### src/common/dea_pkg.sv
// Package: constants and types for the data EEPROM access control block
package dea_pkg;
	// =====================================================================
	// Register map (sector:offset of the indirect pointer)
	localparam logic [7:0] NVM_CONTROL_OFS = 8'h40;
	localparam logic [7:0] NVM_CONTROL_SEC = 8'h01;
	localparam logic [7:0] NVM_ADDRESS_OFS = 8'h41;
	localparam logic [7:0] NVM_DATA_OFS = 8'h42;
	localparam logic [7:0] NVM_CONTROL_RST = 8'h00;
	// =====================================================================
	// Control bit positions
	localparam int RD_START_POS = 0;
	localparam int RD_EN_POS = 1;
	localparam int WR_START_POS = 2;
	localparam int WR_EN_POS = 3;
	localparam int PAGE_MODE_POS = 4;
	localparam int ER_START_POS = 5;
	localparam int ER_EN_POS = 6;
	// =====================================================================
	// Geometry and timing
	localparam int PAGE_BYTES = 16;
	localparam int ADDR_W = 7;
	localparam int LOW_W = 4;
	localparam logic [3:0] PAGE_END = 4'hF;
	localparam int CLK_MHZ = 40;
	localparam int READ_NS = 100;
	localparam int READ_CYC = (READ_NS * CLK_MHZ + 999) / 1000;
	localparam int PROG_US = 2000;
	localparam int PROG_CYC = PROG_US * CLK_MHZ;

	typedef enum logic [3:0] {
		DEA_IDLE = 4'b0001,
		DEA_READ = 4'b0010,
		DEA_ERASE = 4'b0100,
		DEA_WRITE = 4'b1000
	} dea_state_t;
endpackage : dea_pkg

### src/common/dea_buf_if.sv
// Interface: page buffer access between controller and buffer
`timescale 1ns/100ps
interface dea_buf_if;
	logic load;
	logic clear;
	logic [3:0] idx;
	logic [7:0] wdata;
	logic [7:0] rdata;
	modport ctrl (output load, output clear, output idx, output wdata, input rdata);
	modport buf_side (input load, input clear, input idx, input wdata, output rdata);
endinterface : dea_buf_if

### src/verilog/dea_ctrl.sv
// Module: data EEPROM access controller with indirect control register
`timescale 1ns/100ps
// Overview of operation
// RL1: Software keeps write enable low when not writing.
// RL2: Control register reachable only while pointer high byte selects sector 1; code checks the high byte on indirect access only.
// RL3: Software may read back written data to verify it.
// RL4: Write start counts only in the access right after write enable set; code accepts it in the next control write, other accesses may come between.
// RL5: Software masks global interrupt around enable/start pairs.
// RL6: Power-down during a cycle makes that cycle fail.
// RL7: Control register sits at low pointer 040H, high pointer 01H.
// RL8: Control bit 4 selects byte (0) or page (1) operations.
// RL9: Bit 1 enables reading; bit 0 starts read, cleared when done.
// RL10: Bit 3 enables writing; bit 2 starts write, cleared when done.
// RL11: Bit 6 enables erasing; bit 5 starts erase, cleared when done.
// RL12: A page transfer handles at most 16 bytes.
// RL13: Page erase loads bytes for extent only; their values are ignored.
// RL14: In page read each start fetches next byte into data register.
// RL15: Writing zero to control register ends the read session.
// RL16: Write start without write enable set starts nothing.
// RL17: Page address low nibble increments, stops at 0FH, extra writes ignored.
// RL18: Page buffer cleared at reset and on write enable falling edge.
// RL19: Byte write erases first; write enable cleared when write ends.
// RL20: One cycle at a time; enable/start pairs are independent per type.
module dea_ctrl #(
	parameter int PROG_CYCLES = dea_pkg::PROG_CYC,
	parameter int READ_CYCLES = dea_pkg::READ_CYC
) (
	// Clock and reset
	input wire logic mclk,
	input wire logic arst_n,
	// Processor data memory access
	input wire logic [7:0] pointer_high_byte,
	input wire logic [7:0] mem_addr,
	input wire logic mem_indirect,
	input wire logic mem_wr,
	input wire logic [7:0] mem_wdata,
	output logic [7:0] mem_rdata,
	// Power-down request from core
	input wire logic power_down,
	// Array port
	output logic [6:0] arr_addr,
	output logic [7:0] arr_wdata,
	output logic arr_write,
	output logic arr_erase,
	input wire logic [7:0] arr_rdata,
	// Cycle end event
	output logic cycle_done,
	output logic cycle_failed
);
	typedef struct packed {
		dea_pkg::dea_state_t st;
		logic [7:0] ctrl;
		logic [6:0] addr;
		logic [7:0] data;
		logic [31:0] cnt;
		logic [3:0] widx;
		logic write_enable_bit_armed;
		logic done;
		logic failed;
	} dea_st_t;

	dea_st_t s_q;
	dea_st_t s_d;
	dea_buf_if bi ();

	initial
	begin
		if (PROG_CYCLES < 1 || READ_CYCLES < 1)
			$error("dea_ctrl: cycle counts must be at least one");
	end

	dea_page_buf #(.DEPTH(dea_pkg::PAGE_BYTES)) u_buf (
		.mclk(mclk),
		.arst_n(arst_n),
		.bi(bi)
	);

	function automatic logic hit(input logic [7:0] a, input logic [7:0] ofs, input logic ind,
		input logic [7:0] hi);
		hit = (a == ofs) && (!ind || hi == dea_pkg::NVM_CONTROL_SEC);
	endfunction : hit

	logic sel_ctl;
	logic sel_adr;
	logic sel_dat;
	logic page;
	assign sel_ctl = hit(mem_addr, dea_pkg::NVM_CONTROL_OFS, mem_indirect,
		pointer_high_byte); // [RL2] [RL7]
	assign sel_adr = hit(mem_addr, dea_pkg::NVM_ADDRESS_OFS, 1'b0, 8'h00);
	assign sel_dat = hit(mem_addr, dea_pkg::NVM_DATA_OFS, 1'b0, 8'h00);
	assign page = s_q.ctrl[dea_pkg::PAGE_MODE_POS]; // [RL8]

	always_comb
	begin
		logic [7:0] nc;
		logic wr_en_fall;
		nc = 8'h00;
		wr_en_fall = 1'b0;
		s_d = s_q;
		s_d.done = 1'b0;
		s_d.failed = 1'b0;
		bi.load = 1'b0;
		bi.clear = 1'b0;
		bi.idx = s_q.widx;
		bi.wdata = s_q.data;
		// ==============================================================
		// Register writes
		if (mem_wr && sel_ctl)
		begin
			nc = mem_wdata & 8'h7F;
			// Start bits are only set by software, hardware clears them
			if (s_q.st != dea_pkg::DEA_IDLE)
				nc = (nc & 8'hDA) | (s_q.ctrl & 8'h25); // [RL20]
			wr_en_fall = s_q.ctrl[dea_pkg::WR_EN_POS] && !nc[dea_pkg::WR_EN_POS];
			// Armed until the next control write, so slow cores can still pair them
			s_d.write_enable_bit_armed = !s_q.ctrl[dea_pkg::WR_EN_POS] && nc[dea_pkg::WR_EN_POS];
			// Start without a just-set enable is dropped
			if (s_q.st == dea_pkg::DEA_IDLE &&
				(!s_q.write_enable_bit_armed || !nc[dea_pkg::WR_EN_POS]))
				nc[dea_pkg::WR_START_POS] = 1'b0; // [RL4] [RL16]
			if (!nc[dea_pkg::RD_EN_POS] && s_q.st == dea_pkg::DEA_IDLE)
				nc[dea_pkg::RD_START_POS] = 1'b0; // [RL9] [RL15]
			if (!nc[dea_pkg::ER_EN_POS] && s_q.st == dea_pkg::DEA_IDLE)
				nc[dea_pkg::ER_START_POS] = 1'b0; // [RL11]
			s_d.ctrl = nc;
		end
		if (mem_wr && sel_adr && s_q.st == dea_pkg::DEA_IDLE)
		begin
			s_d.addr = mem_wdata[6:0];
			s_d.widx = 4'h0;
		end
		if (mem_wr && sel_dat && s_q.st == dea_pkg::DEA_IDLE)
		begin
			s_d.data = mem_wdata;
			if (page)
			begin
				// Past the page end the byte is dropped
				if (s_q.widx != dea_pkg::PAGE_END)
				begin
					bi.load = 1'b1;
					bi.idx = s_q.addr[3:0];
					bi.wdata = mem_wdata;
					if (s_q.addr[3:0] != dea_pkg::PAGE_END)
						s_d.addr = {s_q.addr[6:4], s_q.addr[3:0] + 4'h1}; // [RL17] [RL12]
					else
						s_d.widx = dea_pkg::PAGE_END; // [RL17]
				end
			end
		end
		if (wr_en_fall)
			bi.clear = 1'b1; // [RL18]
		// ==============================================================
		// Cycle sequencer
		unique case (s_q.st)
			dea_pkg::DEA_IDLE:
			begin
				s_d.cnt = 32'h0;
				if (s_d.ctrl[dea_pkg::RD_START_POS] && s_d.ctrl[dea_pkg::RD_EN_POS])
					s_d.st = dea_pkg::DEA_READ; // [RL20]
				else if (s_d.ctrl[dea_pkg::ER_START_POS] && s_d.ctrl[dea_pkg::ER_EN_POS])
					s_d.st = dea_pkg::DEA_ERASE;
				else if (s_d.ctrl[dea_pkg::WR_START_POS])
					s_d.st = dea_pkg::DEA_WRITE;
			end
			default:
			begin
				s_d.cnt = s_q.cnt + 32'h1;
				if (power_down)
				begin
					s_d.st = dea_pkg::DEA_IDLE; // [RL6]
					s_d.ctrl = s_d.ctrl & 8'hDA;
					s_d.failed = 1'b1;
				end
				else if (s_q.st == dea_pkg::DEA_READ &&
					s_q.cnt == 32'(READ_CYCLES - 1))
				begin
					s_d.data = arr_rdata; // [RL14]
					s_d.ctrl[dea_pkg::RD_START_POS] = 1'b0; // [RL9]
					s_d.st = dea_pkg::DEA_IDLE;
					if (page)
						s_d.addr = {s_q.addr[6:4], s_q.addr[3:0] +
							((s_q.addr[3:0] != dea_pkg::PAGE_END) ? 4'h1 : 4'h0)};
				end
				else if (s_q.st != dea_pkg::DEA_READ && s_q.cnt == 32'(PROG_CYCLES - 1))
				begin
					s_d.st = dea_pkg::DEA_IDLE;
					s_d.done = 1'b1;
					if (s_q.st == dea_pkg::DEA_ERASE)
						s_d.ctrl[dea_pkg::ER_START_POS] = 1'b0; // [RL11]
					else
					begin
						s_d.ctrl[dea_pkg::WR_START_POS] = 1'b0; // [RL10]
						s_d.ctrl[dea_pkg::WR_EN_POS] = 1'b0; // [RL19]
						bi.clear = 1'b1; // [RL18]
					end
				end
			end
		endcase
	end

	always_ff @(posedge mclk or negedge arst_n)
	begin
		if (!arst_n)
		begin
			s_q <= '0;
			s_q.st <= dea_pkg::DEA_IDLE;
			s_q.ctrl <= dea_pkg::NVM_CONTROL_RST; // [RL18]
		end
		else
			s_q <= s_d;
	end

	// ==================================================================
	// Outputs
	always_comb
	begin
		mem_rdata = 8'h00;
		if (sel_ctl)
			mem_rdata = s_q.ctrl;
		else if (sel_adr)
			mem_rdata = {1'b0, s_q.addr};
		else if (sel_dat)
			mem_rdata = s_q.data;
	end

	// Page erase and write start at the page base; page read walks the address
	assign arr_addr = (page && s_q.st != dea_pkg::DEA_READ) ?
		{s_q.addr[6:4], 4'h0} : s_q.addr; // [RL14]
	// Byte write carries its own erase; page erase ignores buffer values
	assign arr_wdata = page ? bi.rdata : s_q.data; // [RL13]
	assign arr_write = s_q.st == dea_pkg::DEA_WRITE;
	assign arr_erase = s_q.st == dea_pkg::DEA_ERASE ||
		(s_q.st == dea_pkg::DEA_WRITE && !page); // [RL19]
	assign cycle_done = s_q.done;
	assign cycle_failed = s_q.failed;
endmodule : dea_ctrl

### src/verilog/dea_page_buf.sv
// Module: 16-byte page buffer held in flip-flops
`timescale 1ns/100ps
module dea_page_buf #(
	parameter int DEPTH = dea_pkg::PAGE_BYTES
) (
	// Clock and reset
	input wire logic mclk,
	input wire logic arst_n,
	// Controller side
	dea_buf_if.buf_side bi
);
	typedef struct packed {
		logic [DEPTH-1:0][7:0] mem;
	} dea_buf_st_t;
	dea_buf_st_t s_q;
	dea_buf_st_t s_d;

	initial
	begin
		if (DEPTH != 16)
			$error("dea_page_buf: DEPTH must be 16");
	end

	always_comb
	begin
		s_d = s_q;
		if (bi.clear)
			s_d.mem = '0;
		else if (bi.load)
			s_d.mem[bi.idx] = bi.wdata;
	end

	always_ff @(posedge mclk or negedge arst_n)
	begin
		if (!arst_n)
			s_q <= '0;
		else
			s_q <= s_d;
	end

	assign bi.rdata = s_q.mem[bi.idx];
endmodule : dea_page_buf
### config.mk
export PLATFORM = sky130hd
export DESIGN_NAME = dea_ctrl
export DESIGN_NICKNAME = d
export VERILOG_FILES = /design/src/common/dea_pkg.sv /design/src/common/dea_buf_if.sv /design/src/verilog/dea_ctrl.sv /design/src/verilog/dea_page_buf.sv
export SDC_FILE = /design/constraint.sdc
export NUM_CORES = 1
export LEC_CHECK = 0
export BUFFER_PORTS_ARGS = -buffer_cell sky130_fd_sc_hd__buf_4
export CORE_MARGIN = 1
export CORE_UTILIZATION = 55
export CTS_CLUSTER_DIAMETER = 60
export DETAILED_ROUTE_END_ITERATION = 6
export GPL_ROUTABILITY_DRIVEN = 0
export PLACE_DENSITY_LB_ADDON = 0.1
export REMOVE_ABC_BUFFERS = 1
export SETUP_SLACK_MARGIN = 0.2
export SLEW_MARGIN = 25
export SYNTH_ARGS = -nofsm -noshare
export SYNTH_HDL_FRONTEND = slang
export SYNTH_SLANG_ARGS = --single-unit
### constraint.sdc
create_clock -name mclk -period 3.2 [get_ports mclk]
set_input_delay 0.48 -clock mclk [delete_from_list [all_inputs] [get_ports mclk]]
set_output_delay 0.48 -clock mclk [all_outputs]
set_load 0.01 [all_outputs]
==> impl_metrics.tcl, run 1 <==
set metrics [dict create \
    ir_worst_vdd_mv 0.3328 \
    cp-start-kind "flip-flop" \
    reg2reg_slack_ns 0.30 \
    cp_data_required_time_ns 2.72 \
    drt_wl_total_mm 33.95 \
    initial_core_util_pct 55.94 \
    cp_num_buf_inv 4 \
    dieArea_mm2 0.02116 \
    wire_per_inst_um 22.14 \
    yosysSeqAreaShare_pct 42.68 \
    ant_nets 0 \
    synth_edf_count 0 \
    area.growth.synth_to_final_pct 18.41 \
    avgSynthCellArea_um2 9.633 \
    vias 9518 \
    clk_pin_slew_ns 0.08 \
    min_path_type "in -> async" \
    syn_inst 1175 \
    final_cell_mix "dfrtp_1 (192), nor2_1 (183), mux2i_1 (150), buf_4 (122), nand2_1 (87)" \
    violations "setup timing" \
    clock_latency_ns 0.45 \
    finalMaxSlewViolations 0 \
    drive_gt1_share_pct 22.64 \
    slew_headroom_pct 47.32 \
    antenna_found_initial 0 \
    diodes 0 \
    grt_pass1_wl_mm 52.83 \
    cts-root-buf "clkbuf_16" \
    timing.final.ws_setup_ns -0.3885 \
    p_leak_nw 6.183 \
    tritoncts "built" \
    dp_hpwl_mm 22.16 \
    grt.total_usage_pct 32.18 \
    detailed_place.area_mm2 0.01249 \
    syn_area_mm2 0.01132 \
    die_w_um 145.5 \
    synth_top_area_share_pct 42.45 \
    grt_pass1_vias 9445 \
    ys_types 60 \
    fin_crit_ns 3.588 \
    synth_largest_area_cell "dfrtp_1" \
    crit_slowest_cell "dfstp_2" \
    clockBufferDepth 2 \
    ys_ff_latch 193 \
    status "finished with violations" \
    max_freq_mhz 278.7 \
    synth_warnings 0 \
    drv_cap 0 \
    rsz0062_at_grt "yes" \
    cts_sinks 193 \
    arrival_ns 3.11 \
    crit_chain "nor4b_4 -> buf_4 -> nand4_4 -> buf_12 -> clkbuf_16 -> mux2i_1 -> a41oi_1 -> or3b_1 -> o32a_1 -> buf_4" \
    final_cells 1533 \
    overflow 0 \
    path_common_cell "buf_4" \
    detail_route.vias_per_cell 6.209 \
    die_y_um 145.5 \
    synth_area_leaders "dfrtp_1 (42%), mux2i_1 (14%), mux2_2 (6.4%)" \
    nNetsFinal 1291 \
    io_pins 64 \
    fin_crit_sh_pct 112.1 \
    cp_max_fo 9 \
    hold_ws_ns 0.02917 \
    final.fill_count 1613 \
    numCtsBuffers 17 \
    crit_path_max_incr_delay_ns 0.54 \
    skew_ns 0.01591 \
    rows 52 \
    synth_flop_cell "dfrtp_1" \
    core-area_mm2 0.02023 \
    grt_max_degree 72 \
    place_inst 1489 \
    fin_area_mm2 0.01340 \
    htreeDepth 4 \
    ys_async_sr_fraction_pct 100.0 \
    crit_path_end_kind "output port" \
    setup_viol 8 \
    dr.pass1.iters 6 \
    drc_errors 0 \
    fin_util_pct 66.23 \
    drt_iter0_markers 768 \
    mostFrequentLayoutCell "dfrtp_1" \
    critPathKind "reg -> out" \
    worst_pin_slew_ns 0.7879 \
    hold_viol_final 0 \
    critical_path.top_delay_family "simple AND/OR/NAND/NOR gates" \
    cellPowerDensity_mw_per_mm2 364.8 \
    port_buffers 63 \
]
Yosys cell counts (all sizes together), types with 7 or more instances:
cell and instances:
or3 8, nor2 187, and2 7, mux2i 156, or3b 9, and3 27
a222oi 7, clkbuf 57, nor4 13, a21boi 16, nand3 55, nor3 14
inv 18, buf 37, nand4 7, o21ai 18, nand3b 17, mux2 66
xnor2 13, xor2 15, dfrtp 192, o32a 8, a21oi 35, nand2 87
a41oi 17, a22oi 32
report_power, final:
group	internal (mW)	switching, mW	leakage [nW]
logic	0.101	0.183	3.21
clock network	1.05	1.08	0.287
registers	2.45	0.0215	2.69
path summary, 6_finish.rpt:
| path | start | to | depth (start not counted) |
|---|---|---|---|
| min in group mclk | arr_rdata[0] | s_q[39] | 3 |
| min reg2reg | s_q[2] | s_q[2] | 2 |
| max in group asynchronous | arst_n | s_q[62] | 2 |
| max | s_q[62] | arr_wdata[0] | 10 |
| min | arst_n | u_buf.s_q[15] | 1 |
| max reg2reg | s_q[62] | u_buf.s_q[80] | 11 |
layout make-up:
| cell class | count | area (um2) | share of cell area [%] |
|---|---|---|---|
| Multi-Input combinational cell | 871 | 6173 | 46.06 |
| Clock inverter | 14 | 160.2 | 1.195 |
| Timing Repair Buffer | 149 | 1403 | 10.47 |
| Clock buffer | 18 | 429.2 | 3.202 |
| Inverter | 18 | 67.56 | 0.5042 |
| Sequential cell | 193 | 4831 | 36.05 |
| Tap cell | 270 | 337.8 | 2.521 |
metrics by stage:
| step | TNS (ns) | total power, mW | setup WS, ns |
|---|---|---|---|
| after floorplan | -216.91 | 2.599 | -2.446 |
| after CTS | -2.496 | 4.908 | -0.3484 |
| after global routing | -3.107 | 5.031 | -0.4499 |
| after detailed placement | -0.6412 | 2.796 | -0.1127 |
| after global placement | -0.8213 | 2.795 | -0.1480 |
| final | -2.599 | 4.889 | -0.3885 |
registers in the layout, summed over array words and instances, names as in the netlist:
register and cells:
u_buf.s_q 128, s_q 62, cycle_done 1, cycle_failed 1, page 1
routing by layer:
| metal | vias up | global-route usage [%] | share of wire (%) |
|---|---|---|---|
| met2 | 356 | 50.22 | 47 |
| met5 | - | 0 | 0 |
| met3 | 82 | 6.897 | 7.1 |
| met4 | 0 | 13.53 | 3.8 |
| li1 | 4339 | - | - |
| met1 | 4741 | 43.58 | 42 |
logic make-up after synthesis:
| group | Yosys count | share of synthesized area [%] |
|---|---|---|
| xor gates and xnor gates | 28 | 2.167 |
| buffers and inverters | 112 | 4.256 |
| muxes | 222 | 20.36 |
| adders and majority gates | 4 | 0.4422 |
| DFF | 193 | 42.68 |
| AOI/OAI and AO/OA | 155 | 9.673 |
| and+or+nand+nor | 461 | 20.42 |
repair_timing:
item,CTS,global route
hold buffers,0,0
resized for setup,5,28
pin swaps,0,5
gates cloned,0,7
endpoints found under the hold margin,0,0
setup buffers,2,3
endpoints found under the setup margin,9,63
Power figures use the tool's default switching activity.
==> run 2: changes to the inputs <==
- CELL_PAD_IN_SITES_DETAIL_PLACEMENT: unset -> 0
- CELL_PAD_IN_SITES_GLOBAL_PLACEMENT: unset -> 1
- CORE_UTILIZATION: 55 -> 44
==> run 2 against run 1 <==
Net effect:
- the run still ends with setup timing left
- power grew 1.1%
- utilization shrank 13 points
- die area grew 25%
- register-to-register slack lost 0.02 ns
- wire length grew 2.2%
- sequential share of layout area grew 0.21 points
- critical path depth is the same
- largest power group unchanged
==> impl_metrics.tcl, run 2 (same netlist as run 1, synthesis figures left out) <==
set metrics [dict create \
    area.growth.synth_to_final_pct 17.76 \
    rows 58 \
    timing.rr.end "u_buf.s_q[83]" \
    p_leak_nw 6.152 \
    cp-start-kind "flip-flop" \
    cellPowerDensity_mw_per_mm2 370.9 \
    drive_gt1_share_pct 21.92 \
    clk_pin_slew_ns 0.08 \
    ir_worst_vdd_mv 0.2621 \
    reg2reg_slack_ns 0.28 \
    place_inst 1564 \
    detailed_place.area_mm2 0.01267 \
    cp_num_buf_inv 4 \
    crit_chain "nor4b_4 -> buf_4 -> nand4_4 -> buf_12 -> buf_12 -> mux2_2 -> a41oi_1 -> or3b_1 -> o32a_1 -> buf_4" \
    top_regs "u_buf.s_q (128), s_q (62)" \
    cp_max_fo 36 \
    p_int_mw 3.672 \
    diodes 0 \
    worstSetupStartpoint "s_q[62]" \
    dp_hpwl_mm 23.65 \
    finalMaxSlewViolations 0 \
    critical_path.top_delay_family "buffers and inverters" \
    vias 9253 \
    wl_met3_mm 1.785 \
    wire_per_inst_um 21.72 \
    fin_crit_sh_pct 111.9 \
    setup_viol 8 \
    crit_path_end_kind "output port" \
    wirelength_met1_mm 16.16 \
    port_buffers 63 \
    antenna_found_initial 0 \
    dr_wl_met2_mm 16.09 \
    nNetsFinal 1296 \
    fin_crit_ns 3.581 \
    clockBufferDepth 2 \
    arrival_ns 3.10 \
    mostFrequentLayoutCell "dfrtp_1" \
    crit_path_max_incr_delay_ns 0.53 \
    overflow 0 \
    critPathKind "reg -> out" \
    p_seq_share_pct 50.0 \
    cts-root-buf "clkbuf_16" \
    grt_pass1_vias 8985 \
    dr.pass1.iters 5 \
    hold_ws_ns 0.02262 \
    clockPowerShare_pct 44.1 \
    fin_area_mm2 0.01333 \
    initial_core_util_pct 44.95 \
    drv_cap 0 \
    skew_ns 0.01724 \
    status "finished with violations" \
    routed.top_layer "met4" \
    slew_headroom_pct 54.39 \
    tritoncts "built" \
    dieArea_mm2 0.02637 \
    combPwrFrac_pct 5.9 \
    hold_viol_final 0 \
    cp_data_required_time_ns 2.72 \
    rsz0062_at_grt "yes" \
    final_cells 1598 \
    power.switching_mw 1.271 \
    drt_wl_total_mm 34.71 \
    worstReg2RegStart "s_q[62]" \
    min_path_type "in -> async" \
    switching_share_pct 25.72 \
    ant_nets 0 \
    regMostFlops "u_buf.s_q" \
    clock_latency_ns 0.45 \
    largest_register_ffs 128 \
    worst_pin_slew_ns 0.6834 \
    die_y_um 162.4 \
    violations "setup timing" \
    detail_route.vias_per_cell 5.790 \
    numCtsBuffers 17 \
    final.fill_count 2319 \
    grt_max_degree 65 \
    grt_pass1_wl_mm 54.37 \
    cts_sinks 193 \
    die_w_um 162.4 \
    max_freq_mhz 279.2 \
    worst-r2r-cell-count 10 \
    htreeDepth 4 \
    timing.final.ws_setup_ns -0.3814 \
    drt_iter0_markers 758 \
    io_pins 64 \
    crit_slowest_cell "dfstp_2" \
    final_cell_mix "dfrtp_1 (191), nor2_1 (183), mux2i_1 (155), buf_4 (136), nand2_1 (86)" \
    core-area_mm2 0.02518 \
    hold_buffers 0 \
    drc_errors 0 \
    grt.total_usage_pct 27.27 \
]
[run 2: cell types whose count changed in the layout (fill, tap and decap cells not counted), sizes merged]
cell      delta
inv          -1
mux2         -1
bufinv       +1
clkbuf       -3
clkinvlp     +1
buf          +9
clkinv       -1
[run 2: area by class of cell]
class / instances / area [um2] / area share [%]
Timing Repair Buffer: 155 / 1351 / 10.14
Clock buffer: 18 / 429.2 / 3.220
Multi-Input combinational cell: 870 / 6068 / 45.53
Tap cell: 330 / 412.9 / 3.098
Sequential cell: 193 / 4832 / 36.25
Inverter: 18 / 67.56 / 0.5069
Clock inverter: 14 / 167.7 / 1.258
[run 2: per-stage QoR]
stage	setup slack [ns]	power (mW)	TNS, ns	utilization (%)
after floorplan	-2.446	2.599	-216.91	-
after global placement	-0.1560	2.810	-1.061	50.31
after detailed placement	-0.1550	2.811	-0.9258	50.31
after CTS	-0.3821	5.006	-2.830	52.89
after global routing	-0.5081	5.122	-3.798	52.93
final	-0.3814	4.944	-2.808	52.93
[run 2: how the worst max path moves through the flow]
| stage | to | cells past startpoint |
|---|---|---|
| final | arr_wdata[2] | 10 |
| after global routing | arr_wdata[7] | 10 |
| after CTS | arr_wdata[2] | 10 |
| after detailed placement | arr_wdata[4] | 11 |
| after global placement | arr_wdata[4] | 11 |
| after floorplan | arr_wdata[5] | 6 |
[run 2: timing repair]
| action | 4_1_cts | 5_1_grt |
|---|---|---|
| pin swaps | 1 | 0 |
| setup buffers | 2 | 0 |
| resized for setup | 9 | 3 |
| gates cloned | 0 | 0 |
| setup endpoints to repair | 17 | 123 |
| hold endpoints to repair | 0 | 0 |
[run 2: power by group through the flow]
stage | Sequential (mW) | Clock (mW) | Combinational [mW]
global route | 2.47 | 2.33 | 0.318
CTS | 2.47 | 2.24 | 0.296
detailed placement | 2.52 | 0 | 0.292
finish | 2.47 | 2.18 | 0.293
global placement | 2.52 | 0 | 0.292
floorplan | 2.52 | 0 | 0.0822
[run 2: layer usage]
layer / global-route usage, % / up-vias
li1: - / 4348
met1: 39.82 / 4629
met2: 42.21 / 244
met3: 3.667 / 32
met4: 7.504 / 0
met5: 0 / -
[run 2: worst reg2reg max path, delay by kind of cell, from the launching register on]
family	cells	cell delay, ns
simple gates	4	0.84
mux	2	0.59
flops	1	0.53
buf+inv	4	0.84
==> run 3: changes to the inputs <==
- CORE_UTILIZATION: 44 -> 35
- GPL_TIMING_DRIVEN: unset -> 0
==> run 3 against run 2 <==
Net effect:
- the flow still finishes with violations (setup timing)
- non-clock buffer count is 25 lower
- worst hold slack better by 0.20 ns
- die area is 25% higher
- wire length is 14% higher
- cell area is 3.4% higher
- maximum frequency is 2.8% lower
- combinational power hardly changed
- worst setup slack worse by 0.10 ns
- first-iteration DRC count is 0.66% higher
- critical path depth is 1 lower
- clock power is 3% higher
- largest power group unchanged
==> impl_metrics.tcl, run 3 (same netlist as run 1, synthesis figures left out) <==
set metrics [dict create \
    worst_pin_slew_ns 1.008 \
    place_inst 1570 \
    status "finished with violations" \
    tritoncts "built" \
    combPwrFrac_pct 5.9 \
    fin_crit_sh_pct 115.1 \
    mostFrequentLayoutCell "dfrtp_1" \
    drv_cap 0 \
    final_cell_mix "dfrtp_1 (185), nor2_1 (181), mux2i_1 (145), buf_4 (86), nand2_1 (84)" \
    dieArea_mm2 0.03306 \
    finalMaxSlewViolations 0 \
    max_freq_mhz 271.5 \
    top_regs "u_buf.s_q (128), s_q (62)" \
    clockPowerShare_pct 44.6 \
    cts-root-buf "clkbuf_16" \
    setup_tns_ns -3.646 \
    final-seq-area_mm2 0.004845 \
    antenna_found_initial 0 \
    drt_iter0_markers 763 \
    arrival_ns 3.20 \
    die_w_um 181.8 \
    overflow 0 \
    crit_path_end_kind "output port" \
    final_cells 1647 \
    grt_pass1_vias 9311 \
    clk_pin_slew_ns 0.08 \
    rsz0062_at_grt "yes" \
    fin_crit_ns 3.683 \
    vias 9364 \
    critPathKind "reg -> out" \
    diodes 0 \
    hold_viol_final 0 \
    skew_ns 0.01346 \
    numCtsBuffers 17 \
    final.fill_count 3132 \
    drive_gt1_share_pct 23.69 \
    area.growth.synth_to_final_pct 21.80 \
    power.switching_mw 1.329 \
    ir_worst_vdd_mv 0.3837 \
    p_leak_nw 6.238 \
    setup_viol 8 \
    grt.total_usage_pct 24.02 \
    die_y_um 181.8 \
    dr.pass1.iters 5 \
    initial_core_util_pct 35.68 \
    cellPowerDensity_mw_per_mm2 364.0 \
    detail_route.vias_per_cell 5.685 \
    holdPathStages 3 \
    switching_share_pct 26.49 \
    drc_errors 0 \
    regMostFlops "u_buf.s_q" \
    largest_register_ffs 128 \
    io_pins 64 \
    clockBufferDepth 2 \
    wire_per_inst_um 24.10 \
    cts_sinks 193 \
    drt_wl_total_mm 39.69 \
    cp_data_required_time_ns 2.72 \
    ant_nets 0 \
    cp_max_fo 14 \
    cp-start-kind "flip-flop" \
    p_seq_share_pct 49.6 \
    rows 65 \
    grt_pass1_wl_mm 59.55 \
    violations "setup timing" \
    nNetsFinal 1273 \
    dp_hpwl_mm 24.59 \
    multiInputGateArea_mm2 0.006401 \
    htreeDepth 4 \
    clock_latency_ns 0.46 \
    min_path_type "in -> reg" \
    grt_max_degree 72 \
    p_int_mw 3.689 \
    slew_headroom_pct 32.63 \
    timing.final.ws_setup_ns -0.4828 \
    worst-r2r-cell-count 6 \
    core-area_mm2 0.03172 \
    port_buffers 63 \
]
[run 3: changes by cell type in the layout (fill, tap and decap cells not counted), moves of 5 or more]
| cell | delta |
|---|---|
| mux2i_4 | +8 |
| buf_4 | -50 |
| mux2i_1 | -10 |
| buf_12 | -6 |
| buf_6 | +13 |
| mux2_2 | -12 |
| nor2_4 | +5 |
| mux2_4 | +14 |
| dfrtp_1 | -6 |
| buf_8 | +5 |
| a41oi_1 | -5 |
| buf_16 | +8 |
[run 3: worst paths after layout]
| check | from | to | slack (ns) |
|---|---|---|---|
| setup / recovery | page | arr_wdata[1] | -0.48 |
| hold / removal | arr_rdata[7] | s_q[46] | 0.23 |
| setup reg to reg | s_q[4] | u_buf.s_q[0] | 0.25 |
| hold reg to reg | s_q[2] | s_q[2] | 0.49 |
| max in group asynchronous | arst_n | s_q[62] | 1.53 |
| min in group asynchronous | arst_n | u_buf.s_q[18] | 0.56 |
[run 3: through the flow]
stage	hold WS (ns)	util, %	power (mW)	setup slack, ns	cell area [um2]
2_1_floorplan	0.1844	-	2.599	-2.446	10900
3_3_place_gp	0.4652	37.46	2.791	-5.744	11880
3_5_place_dp	0.4561	39.01	2.814	-1.270	12370
4_1_cts	0.2132	42.37	5.069	-0.4982	13440
5_1_grt	0.2318	43.46	5.171	-0.5833	13790
6_report	0.2271	43.46	5.018	-0.4828	13790
[run 3: cell type report]
class / count / share of cell area [%]
clock buffer: 19 / 3.213
multi-input combinational: 872 / 46.43
sequential: 193 / 35.14
clock inverter: 13 / 1.071
tap: 402 / 3.649
timing repair buffer: 130 / 10.00
inverter: 18 / 0.4901
[run 3: metal layers]
layer  track usage (%)  up-vias  wire (um)
li1                  -     4310          -
met1             33.09     4781      18240
met2             39.06      227      18970
met3             3.530       46       1677
met4             6.814        0        802
met5                 0        -          0
[run 3: what timing repair did]
action	CTS	global route
pin swaps	8	10
endpoints found under the hold margin	56	0
setup endpoints to repair	148	96
gates resized for setup	44	33
cloned	3	5
hold buffers	1	0
setup buffers	28	8
[run 3: worst max-delay path, cell delays in order, from the launching register on]
cell,delay [ns]
dfrtp_4,0.62
and3_1,0.27
nand4_4,0.21
buf_12,0.24
clkbuf_16,0.17
mux2_2,0.24
a41oi_2,0.11
or3b_1,0.39
o32a_1,0.35
buf_6,0.14
[run 3: power groups by stage]
stage | clock [mW] | combinational [mW] | sequential [mW]
after floorplan | 0 | 0.0822 | 2.52
after global placement | 0 | 0.255 | 2.54
after detailed placement | 0 | 0.277 | 2.54
after CTS | 2.29 | 0.294 | 2.49
final | 2.24 | 0.294 | 2.49
after global routing | 2.36 | 0.320 | 2.49
